===== src/lsd_pkg.sv =====
// Package of offsets, field layouts, reset values and types for the LED slot drive configuration bank
package lsd_pkg;

    // ****************************************************************
    // Register offsets
    // ****************************************************************
    localparam logic [7:0] LSD_ADDR_ROUTING = 8'h14;
    localparam logic [7:0] LSD_ADDR_LED3 = 8'h22;
    localparam logic [7:0] LSD_ADDR_LED1 = 8'h23;

    // ****************************************************************
    // Reset values
    // ****************************************************************
    localparam logic [15:0] LSD_RST_ROUTING = 16'h0541;
    localparam logic [15:0] LSD_RST_LED3 = 16'h3000;
    localparam logic [15:0] LSD_RST_LED1 = 16'h1000;

    // ****************************************************************
    // Field positions
    // ****************************************************************
    localparam int LSD_A_EMIT_LO = 0;
    localparam int LSD_B_EMIT_LO = 2;
    localparam int LSD_A_DIODE_LO = 4;
    localparam int LSD_B_DIODE_LO = 8;
    localparam int LSD_SCALE_BIT = 13;
    localparam int LSD_EDGE_LO = 4;
    localparam int LSD_COARSE_LO = 0;

    // ****************************************************************
    // Current arithmetic, fixed point
    // ****************************************************************
    // Coarse factor in tenths of mA: 50.3 + 19.8 * code
    localparam logic [11:0] LSD_COARSE_BASE = 12'h1f7;
    localparam logic [11:0] LSD_COARSE_STEP = 12'h0c6;
    // Fine factor in thousandths: 0.74 + 0.022 * code
    localparam logic [10:0] LSD_FINE_BASE = 11'h2e4;
    localparam logic [10:0] LSD_FINE_STEP = 11'h016;
    // Scale in tenths: 0.1 + 0.9 * bit
    localparam logic [3:0] LSD_SCALE_BASE = 4'h1;
    localparam logic [3:0] LSD_SCALE_STEP = 4'h9;
    localparam int LSD_PEAK_W = 26;

    // ****************************************************************
    // Emitter choice encoding
    // ****************************************************************
    typedef enum logic [1:0] {
        LSD_EMIT_DIODE = 2'b00,
        LSD_EMIT_LED1 = 2'b01,
        LSD_EMIT_LED2 = 2'b10,
        LSD_EMIT_LED3 = 2'b11
    } lsd_emit_t;

    // ****************************************************************
    // Carriers
    // ****************************************************************
    typedef struct packed {
        logic [7:0] addr;
        logic wr;
        logic rd;
        logic [15:0] wdata;
    } lsd_req_t;

    typedef struct packed {
        logic [1:0] emitterChoice;
        logic [3:0] diodeRoute;
        logic [2:0] ledPulse;
        logic diodePulseConnect;
    } lsd_slot_t;

endpackage


===== src/lsd_peak_calc.sv =====
// Peak target current of the third LED driver from coarse, fine and scale settings
`timescale 1ns/10ps
`default_nettype none
module lsd_peak_calc
    import lsd_pkg::*;
(
    // Settings
    input wire logic [3:0] coarseCode,
    input wire logic [4:0] fineCode,
    input wire logic scaleBit,
    // Result in units of 1e-5 mA
    output logic [lsd_pkg::LSD_PEAK_W-1:0] peakCurrent
);
    import lsd_pkg::*;

    logic [11:0] coarseFactor;
    logic [10:0] fineFactor;
    logic [3:0] scaleFactor;
    logic [LSD_PEAK_W-1:0] product;

    always_comb begin
        coarseFactor = LSD_COARSE_BASE + 12'(LSD_COARSE_STEP * 12'(coarseCode));
        fineFactor = LSD_FINE_BASE + 11'(LSD_FINE_STEP * 11'(fineCode));
        scaleFactor = scaleBit ? (LSD_SCALE_BASE + LSD_SCALE_STEP) : LSD_SCALE_BASE;
        product = LSD_PEAK_W'(26'(coarseFactor) * 26'(fineFactor) * 26'(scaleFactor));
        peakCurrent = product;
    end
endmodule
`default_nettype wire


===== src/lsd_config_regs.sv =====
// LED slot routing and LED driver configuration register bank
`timescale 1ns/10ps
`default_nettype none

// How it works
// - Slot A emitter choice, bits 1:0, reset 1
// - Slot B emitter choice, bits 3:2, reset 0
// - Slot B diode route, bits 11:8, reset 5
// - Slot A diode route, bits 7:4, reset 4
// - LED3 scale bit 13, full or tenth
// - LED1 scale bit 13, resets to zero
// - LED3 edge rate, bits 6:4, reset 0
// - LED3 coarse current, bits 3:0
// - LED3 peak is coarse times fine times scale
module lsd_config_regs
    import lsd_pkg::*;
(
    // Clock and reset
    input wire logic clk_sys,
    input wire logic rst_n,
    // Register access port
    input wire lsd_pkg::lsd_req_t regReq,
    output logic [15:0] regRdData,
    output logic regRdValid,
    // Fine adjust code held elsewhere
    input wire logic [4:0] fineAdjustCode,
    // Slot sequencer settings
    output lsd_pkg::lsd_slot_t firstSlot,
    output lsd_pkg::lsd_slot_t secondSlot,
    // LED driver settings
    output logic third_emitter_current_scale,
    output logic [2:0] third_emitter_edge_rate,
    output logic [3:0] third_emitter_coarse_current,
    output logic first_emitter_current_scale,
    output logic [lsd_pkg::LSD_PEAK_W-1:0] thirdEmitterPeak
);
    import lsd_pkg::*;

    // ****************************************************************
    // Decoding helpers
    // ****************************************************************
    // One-hot LED pulse enables for an emitter choice
    function automatic logic [2:0] ledPulseOf(input logic [1:0] choice);
        logic [2:0] res;
        res = 3'h0;
        case (lsd_emit_t'(choice))
            LSD_EMIT_LED1: res = 3'h1;
            LSD_EMIT_LED2: res = 3'h2;
            LSD_EMIT_LED3: res = 3'h4;
            default: res = 3'h0;
        endcase
        return res;
    endfunction

    // Builds the settings of one time slot from its fields
    function automatic lsd_slot_t slotOf(input logic [1:0] choice, input logic [3:0] route);
        lsd_slot_t s;
        s.emitterChoice = choice;
        s.diodeRoute = route;
        s.ledPulse = ledPulseOf(choice);
        s.diodePulseConnect = (lsd_emit_t'(choice) == LSD_EMIT_DIODE);
        return s;
    endfunction

    // ****************************************************************
    // Register storage
    // ****************************************************************
    logic [15:0] routing_r;
    logic [15:0] routing_nxt;
    logic [15:0] led3Drive_r;
    logic [15:0] led3Drive_nxt;
    logic [15:0] led1Drive_r;
    logic [15:0] led1Drive_nxt;

    // Whole words are stored, reserved bits included, so reads echo writes.
    // Reserved bits are not forced: software is expected to write them as
    // documented, and the driver logic never looks at them.
    always_comb begin
        routing_nxt = routing_r;
        led3Drive_nxt = led3Drive_r;
        led1Drive_nxt = led1Drive_r;
        if (regReq.wr) begin
            case (regReq.addr)
                LSD_ADDR_ROUTING: routing_nxt = regReq.wdata;
                LSD_ADDR_LED3: led3Drive_nxt = regReq.wdata;
                LSD_ADDR_LED1: led1Drive_nxt = regReq.wdata;
                default: ;
            endcase
        end
    end

    always_ff @(posedge clk_sys) begin
        if (!rst_n) begin
            routing_r <= LSD_RST_ROUTING;
            led3Drive_r <= LSD_RST_LED3;
            led1Drive_r <= LSD_RST_LED1;
        end else begin
            routing_r <= routing_nxt;
            led3Drive_r <= led3Drive_nxt;
            led1Drive_r <= led1Drive_nxt;
        end
    end

    // ****************************************************************
    // Read path
    // ****************************************************************
    logic [15:0] rdData_nxt;
    logic rdValid_nxt;
    logic [15:0] rdData_r;
    logic rdValid_r;

    // Unmapped addresses read as zero
    always_comb begin
        rdValid_nxt = regReq.rd;
        rdData_nxt = rdData_r;
        if (regReq.rd) begin
            case (regReq.addr)
                LSD_ADDR_ROUTING: rdData_nxt = routing_r;
                LSD_ADDR_LED3: rdData_nxt = led3Drive_r;
                LSD_ADDR_LED1: rdData_nxt = led1Drive_r;
                default: rdData_nxt = 16'h0000;
            endcase
        end
    end

    always_ff @(posedge clk_sys) begin
        if (!rst_n) begin
            rdData_r <= 16'h0000;
            rdValid_r <= 1'b0;
        end else begin
            rdData_r <= rdData_nxt;
            rdValid_r <= rdValid_nxt;
        end
    end

    assign regRdData = rdData_r;
    assign regRdValid = rdValid_r;

    // ****************************************************************
    // Field extraction
    // ****************************************************************
    logic [1:0] first_slot_emitter_choice;
    logic [1:0] second_slot_emitter_choice;
    logic [3:0] first_slot_diode_route;
    logic [3:0] second_slot_diode_route;

    always_comb begin
        first_slot_emitter_choice = routing_nxt[LSD_A_EMIT_LO +: 2];
        second_slot_emitter_choice = routing_nxt[LSD_B_EMIT_LO +: 2];
        first_slot_diode_route = routing_nxt[LSD_A_DIODE_LO +: 4];
        second_slot_diode_route = routing_nxt[LSD_B_DIODE_LO +: 4];
    end

    // ****************************************************************
    // Peak current of the third driver
    // ****************************************************************
    logic [LSD_PEAK_W-1:0] peakCalc;

    lsd_peak_calc u_peak (
        .coarseCode(led3Drive_nxt[LSD_COARSE_LO +: 4]),
        .fineCode(fineAdjustCode),
        .scaleBit(led3Drive_nxt[LSD_SCALE_BIT]),
        .peakCurrent(peakCalc)
    );

    // ****************************************************************
    // Registered settings outputs
    // ****************************************************************
    // Computed from the next register values so the outputs follow a write
    // on the same edge that stores it, with no extra cycle of lag.
    lsd_slot_t firstSlot_r;
    lsd_slot_t firstSlot_nxt;
    lsd_slot_t secondSlot_r;
    lsd_slot_t secondSlot_nxt;
    logic led3Scale_r;
    logic led3Scale_nxt;
    logic [2:0] led3Edge_r;
    logic [2:0] led3Edge_nxt;
    logic [3:0] led3Coarse_r;
    logic [3:0] led3Coarse_nxt;
    logic led1Scale_r;
    logic led1Scale_nxt;
    logic [LSD_PEAK_W-1:0] peak_r;
    logic [LSD_PEAK_W-1:0] peak_nxt;

    always_comb begin
        firstSlot_nxt = slotOf(first_slot_emitter_choice, first_slot_diode_route);
        secondSlot_nxt = slotOf(second_slot_emitter_choice, second_slot_diode_route);
        led3Scale_nxt = led3Drive_nxt[LSD_SCALE_BIT];
        led3Edge_nxt = led3Drive_nxt[LSD_EDGE_LO +: 3];
        led3Coarse_nxt = led3Drive_nxt[LSD_COARSE_LO +: 4];
        led1Scale_nxt = led1Drive_nxt[LSD_SCALE_BIT];
        peak_nxt = peakCalc;
    end

    always_ff @(posedge clk_sys) begin
        if (!rst_n) begin
            firstSlot_r <= slotOf(LSD_RST_ROUTING[LSD_A_EMIT_LO +: 2], LSD_RST_ROUTING[LSD_A_DIODE_LO +: 4]);
            secondSlot_r <= slotOf(LSD_RST_ROUTING[LSD_B_EMIT_LO +: 2], LSD_RST_ROUTING[LSD_B_DIODE_LO +: 4]);
            led3Scale_r <= LSD_RST_LED3[LSD_SCALE_BIT];
            led3Edge_r <= LSD_RST_LED3[LSD_EDGE_LO +: 3];
            led3Coarse_r <= LSD_RST_LED3[LSD_COARSE_LO +: 4];
            led1Scale_r <= LSD_RST_LED1[LSD_SCALE_BIT];
            peak_r <= '0;
        end else begin
            firstSlot_r <= firstSlot_nxt;
            secondSlot_r <= secondSlot_nxt;
            led3Scale_r <= led3Scale_nxt;
            led3Edge_r <= led3Edge_nxt;
            led3Coarse_r <= led3Coarse_nxt;
            led1Scale_r <= led1Scale_nxt;
            peak_r <= peak_nxt;
        end
    end

    assign firstSlot = firstSlot_r;
    assign secondSlot = secondSlot_r;
    assign third_emitter_current_scale = led3Scale_r;
    assign third_emitter_edge_rate = led3Edge_r;
    assign third_emitter_coarse_current = led3Coarse_r;
    assign first_emitter_current_scale = led1Scale_r;
    assign thirdEmitterPeak = peak_r;

endmodule
`default_nettype wire


===== config.mk =====
export PLATFORM = sky130hd
export DESIGN_NAME = lsd_config_regs
export DESIGN_NICKNAME = d
export VERILOG_FILES = /design/src/lsd_pkg.sv /design/src/lsd_peak_calc.sv /design/src/lsd_config_regs.sv
export SDC_FILE = /design/constraint.sdc
export NUM_CORES = 1
export LEC_CHECK = 0
export BUFFER_PORTS_ARGS = -buffer_cell sky130_fd_sc_hd__buf_2
export CORE_MARGIN = 5
export CORE_UTILIZATION = 50
export CTS_CLUSTER_SIZE = 40
export DETAILED_ROUTE_END_ITERATION = 8
export GPL_ROUTABILITY_DRIVEN = 0
export PLACE_DENSITY = 0.69
export SYNTH_ARGS = -nofsm -noshare
export SYNTH_HDL_FRONTEND = slang
export SYNTH_SLANG_ARGS = --single-unit

===== constraint.sdc =====
create_clock -name clk_sys -period 12.6 [get_ports clk_sys]
set_clock_uncertainty 0.2 [all_clocks]
set_input_delay 0.63 -clock clk_sys [delete_from_list [all_inputs] [get_ports clk_sys]]
set_output_delay 0.63 -clock clk_sys [all_outputs]
set_load 0.05 [all_outputs]

==> out/qor.txt <==
clk root buf -> clkbuf_16
dominant cells by area after synthesis -> fa_1 18%, dfxtp_1 17%, ha_1 15%, inv_1 6.6%, nand2_1 6.3%
1st-iter DRT viols -> 420
Required @ worst endpoint -> 12,670 ps
Core Area -> 22,500 um^2
ANT cells -> 0
leading area contributor after synthesis -> fa_1
worst setup path endpoint -> thirdEmitterPeak[25]$_SDFF_PN0_
placed inst area -> 12,000 um^2
most numerous cell in the Yosys netlist -> inv_1
design area -> 12,300 um^2
CP peak stage delay -> 540 ps
Rel. slew slack -> 0.182
Fin. Hold Viols -> 0
cell row count -> 55
Worst-Margin Slew -> 1220 ps
WL final -> 24.4 mm
# fillers -> 2,100
CTS Buf Count -> 9
initial antenna violation count -> 0
CP Class -> primary input to flop
Syn Inst Count -> 1,333
final cell count without fillers -> 1,682
arrival time of the worst setup path -> 11,920 ps
Netlist Area Pre-Place -> 11,400 um^2
Die Footprint -> 25,900 um^2
Critical R2R Launch -> led3Drive_r[2]$_SDFF_PN0_
Post-CTS Resized -> 0
setup TNS -> 0 ps
Total Routing Usage GR -> 0.190
TritonRoute pass-1 iters -> 5
Fmax -> 0.0844 GHz
top-area cell type share of the netlist area -> 0.176
sequential area share after synthesis -> 0.172
first-pass GRT wire length -> 41.6 mm
clk buf depth -> 2
Setup Buffers After CTS -> 0
dpl hpwl -> 19.6 mm
top-level I/O count -> 105
Final nets -> 1,662
final worst path period need -> 11,850 ps
Max H-tree Level -> 3
crit end category -> flop
IO Port Bufs -> 103
r2r endpoint -> thirdEmitterPeak[25]$_SDFF_PN0_
Syn Nets -> 1,603
Min Hold Slack -> 259 ps
R2R cell count -> 38
Initial Util -> 0.506
vias in the first global route -> 8,708
pin count of the biggest net entering global routing -> 106
RSZ-0062 raised after global routing -> false
EDFF count, synth -> 0
Worst Hold Class -> flop to flop
Routed Antenna Nets -> 0
Setup violations, final -> 0
MaxCap Viol Count -> 0
max-slew violation count -> 0
Vias/cell -> 5.11
Synth warnings -> 0
status -> complete, no violations
syn avg cell area -> 8.54 um^2
CTS Hold Buffers Added -> 0
FFs w/ async S/R, synth -> 0
gr ovfl total -> 0
Primary FF master, synth -> dfxtp_1
crit path launch type -> primary input
P&R area growth vs syn -> 8.17%
library cells used by synthesis -> 84
DRC violations left -> 0
final cycle utilization of the critical path -> 0.941
Clock transition at path regs -> 80 ps
critical-path maximum fanout -> 20
CP startpoint -> regReq[18]
wire per inst -> 14.5 um
Die Height -> 161 um
R2R setup slack -> 1830 ps
CTS tree -> done
Die W -> 161 um
fraction of final layout cells sized beyond drive strength 1 -> 0.117
total number of vias -> 8,603
Commonest cells post-synth -> 200 x inv_1, 191 x nand2_1, 137 x ha_1
placed insts -> 1,666
# clock sinks -> 98
Slowest-stage cell, CP -> fa_1
flops & latches, synth -> 98
clk_lat worst skew -> 350 ps
==> final cells by class <==
| cell class | count | area, um^2 | area share |
|---|---|---|---|
| inverters | 206 | 773 | 0.0628 |
| well taps | 285 | 357 | 0.0290 |
| repair buffers | 109 | 561 | 0.0455 |
| clock buffers | 9 | 225 | 0.0183 |
| clock inverters | 7 | 95.1 | 0.00773 |
| flip-flops and latches | 98 | 1960 | 0.159 |
| multi-input cells | 968 | 8340 | 0.677 |
==> state kept, by name, indices dropped and copies added, names as in the netlist <==
name,count
led1Drive_r,16
led3Drive_r,16
regRdValid,1
secondSlot,4
firstSlot,4
routing_r,16
thirdEmitterPeak,25
regRdData,16
==> placed cells by master, fill, tap and decap left out, types with 14 or more instances in the layout <==
cell type / instances
a21o_1: 24
nor3_1: 14
xor2_1: 19
dfxtp_1: 98
mux2i_1: 37
nor2_1: 47
nor2b_1: 29
nand2_1: 191
a21oi_1: 33
xnor2_1: 32
o21ai_0: 30
buf_2: 103
fa_1: 100
and3_1: 15
and2_1: 67
nand3_1: 24
a21boi_0: 41
inv_1: 200
ha_1: 137
==> layer usage <==
metal  vias to the layer above  routed length (um)  global-route usage
met4                         0                 379              0.0465
met2                       152               11500               0.313
met5                         -                   0                   0
met3                        25                1020              0.0341
li1                       4422                   -                   -
met1                      4004               11500               0.260
==> logic make-up (layout without fill, tap and decap cells) <==
group / count (synthesis) / in the layout / share of synthesized area
flops: 98 / 98 / 0.172
fa+ha+maj: 237 / 237 / 0.327
mux: 39 / 39 / 0.0344
xor+xnor: 61 / 61 / 0.0545
buf+inv: 267 / 331 / 0.0953
other cells: 1 / 1 / 0.000330
compound gates: 202 / 202 / 0.130
simple gates: 428 / 428 / 0.186
==> worst min path at each step <==
stage | start | cells past startpoint | slack (ps) | end
5_1_grt | led1Drive_r[14]$_SDFFE_PN0P_ | 2 | 280 | led1Drive_r[14]$_SDFFE_PN0P_
6_report | led1Drive_r[14]$_SDFFE_PN0P_ | 2 | 260 | led1Drive_r[14]$_SDFFE_PN0P_
3_5_place_dp | led1Drive_r[14]$_SDFFE_PN0P_ | 2 | 250 | led1Drive_r[14]$_SDFFE_PN0P_
2_1_floorplan | led1Drive_r[14]$_SDFFE_PN0P_ | 2 | 230 | led1Drive_r[14]$_SDFFE_PN0P_
3_3_place_gp | led1Drive_r[6]$_SDFFE_PN0P_ | 2 | 240 | led1Drive_r[6]$_SDFFE_PN0P_
4_1_cts | led1Drive_r[14]$_SDFFE_PN0P_ | 2 | 260 | led1Drive_r[14]$_SDFFE_PN0P_
==> worst max-delay path, delay by kind of cell <==
| family | cells | cell delay [ps] |
|---|---|---|
| AOI/OAI and AO/OA | 11 | 2630 |
| xor gates and xnor gates | 2 | 620 |
| adders and majority gates | 12 | 4920 |
| buffers and inverters | 7 | 640 |
| muxes | 2 | 600 |
| and+or+nand+nor | 7 | 1830 |
==> per-stage QoR <==
| step | utilization | setup slack [ps] |
|---|---|---|
| after global routing | 0.547 | 43.3 |
| after global placement | 0.533 | 778 |
| after detailed placement | 0.533 | 372 |
| after CTS | 0.547 | 722 |
| final | 0.547 | 749 |
| after floorplan | - | 1700 |
Power is left out: the tool's default activity adds up to more than one toggle a clock period on the data nets, which glitch-free logic cannot reach.
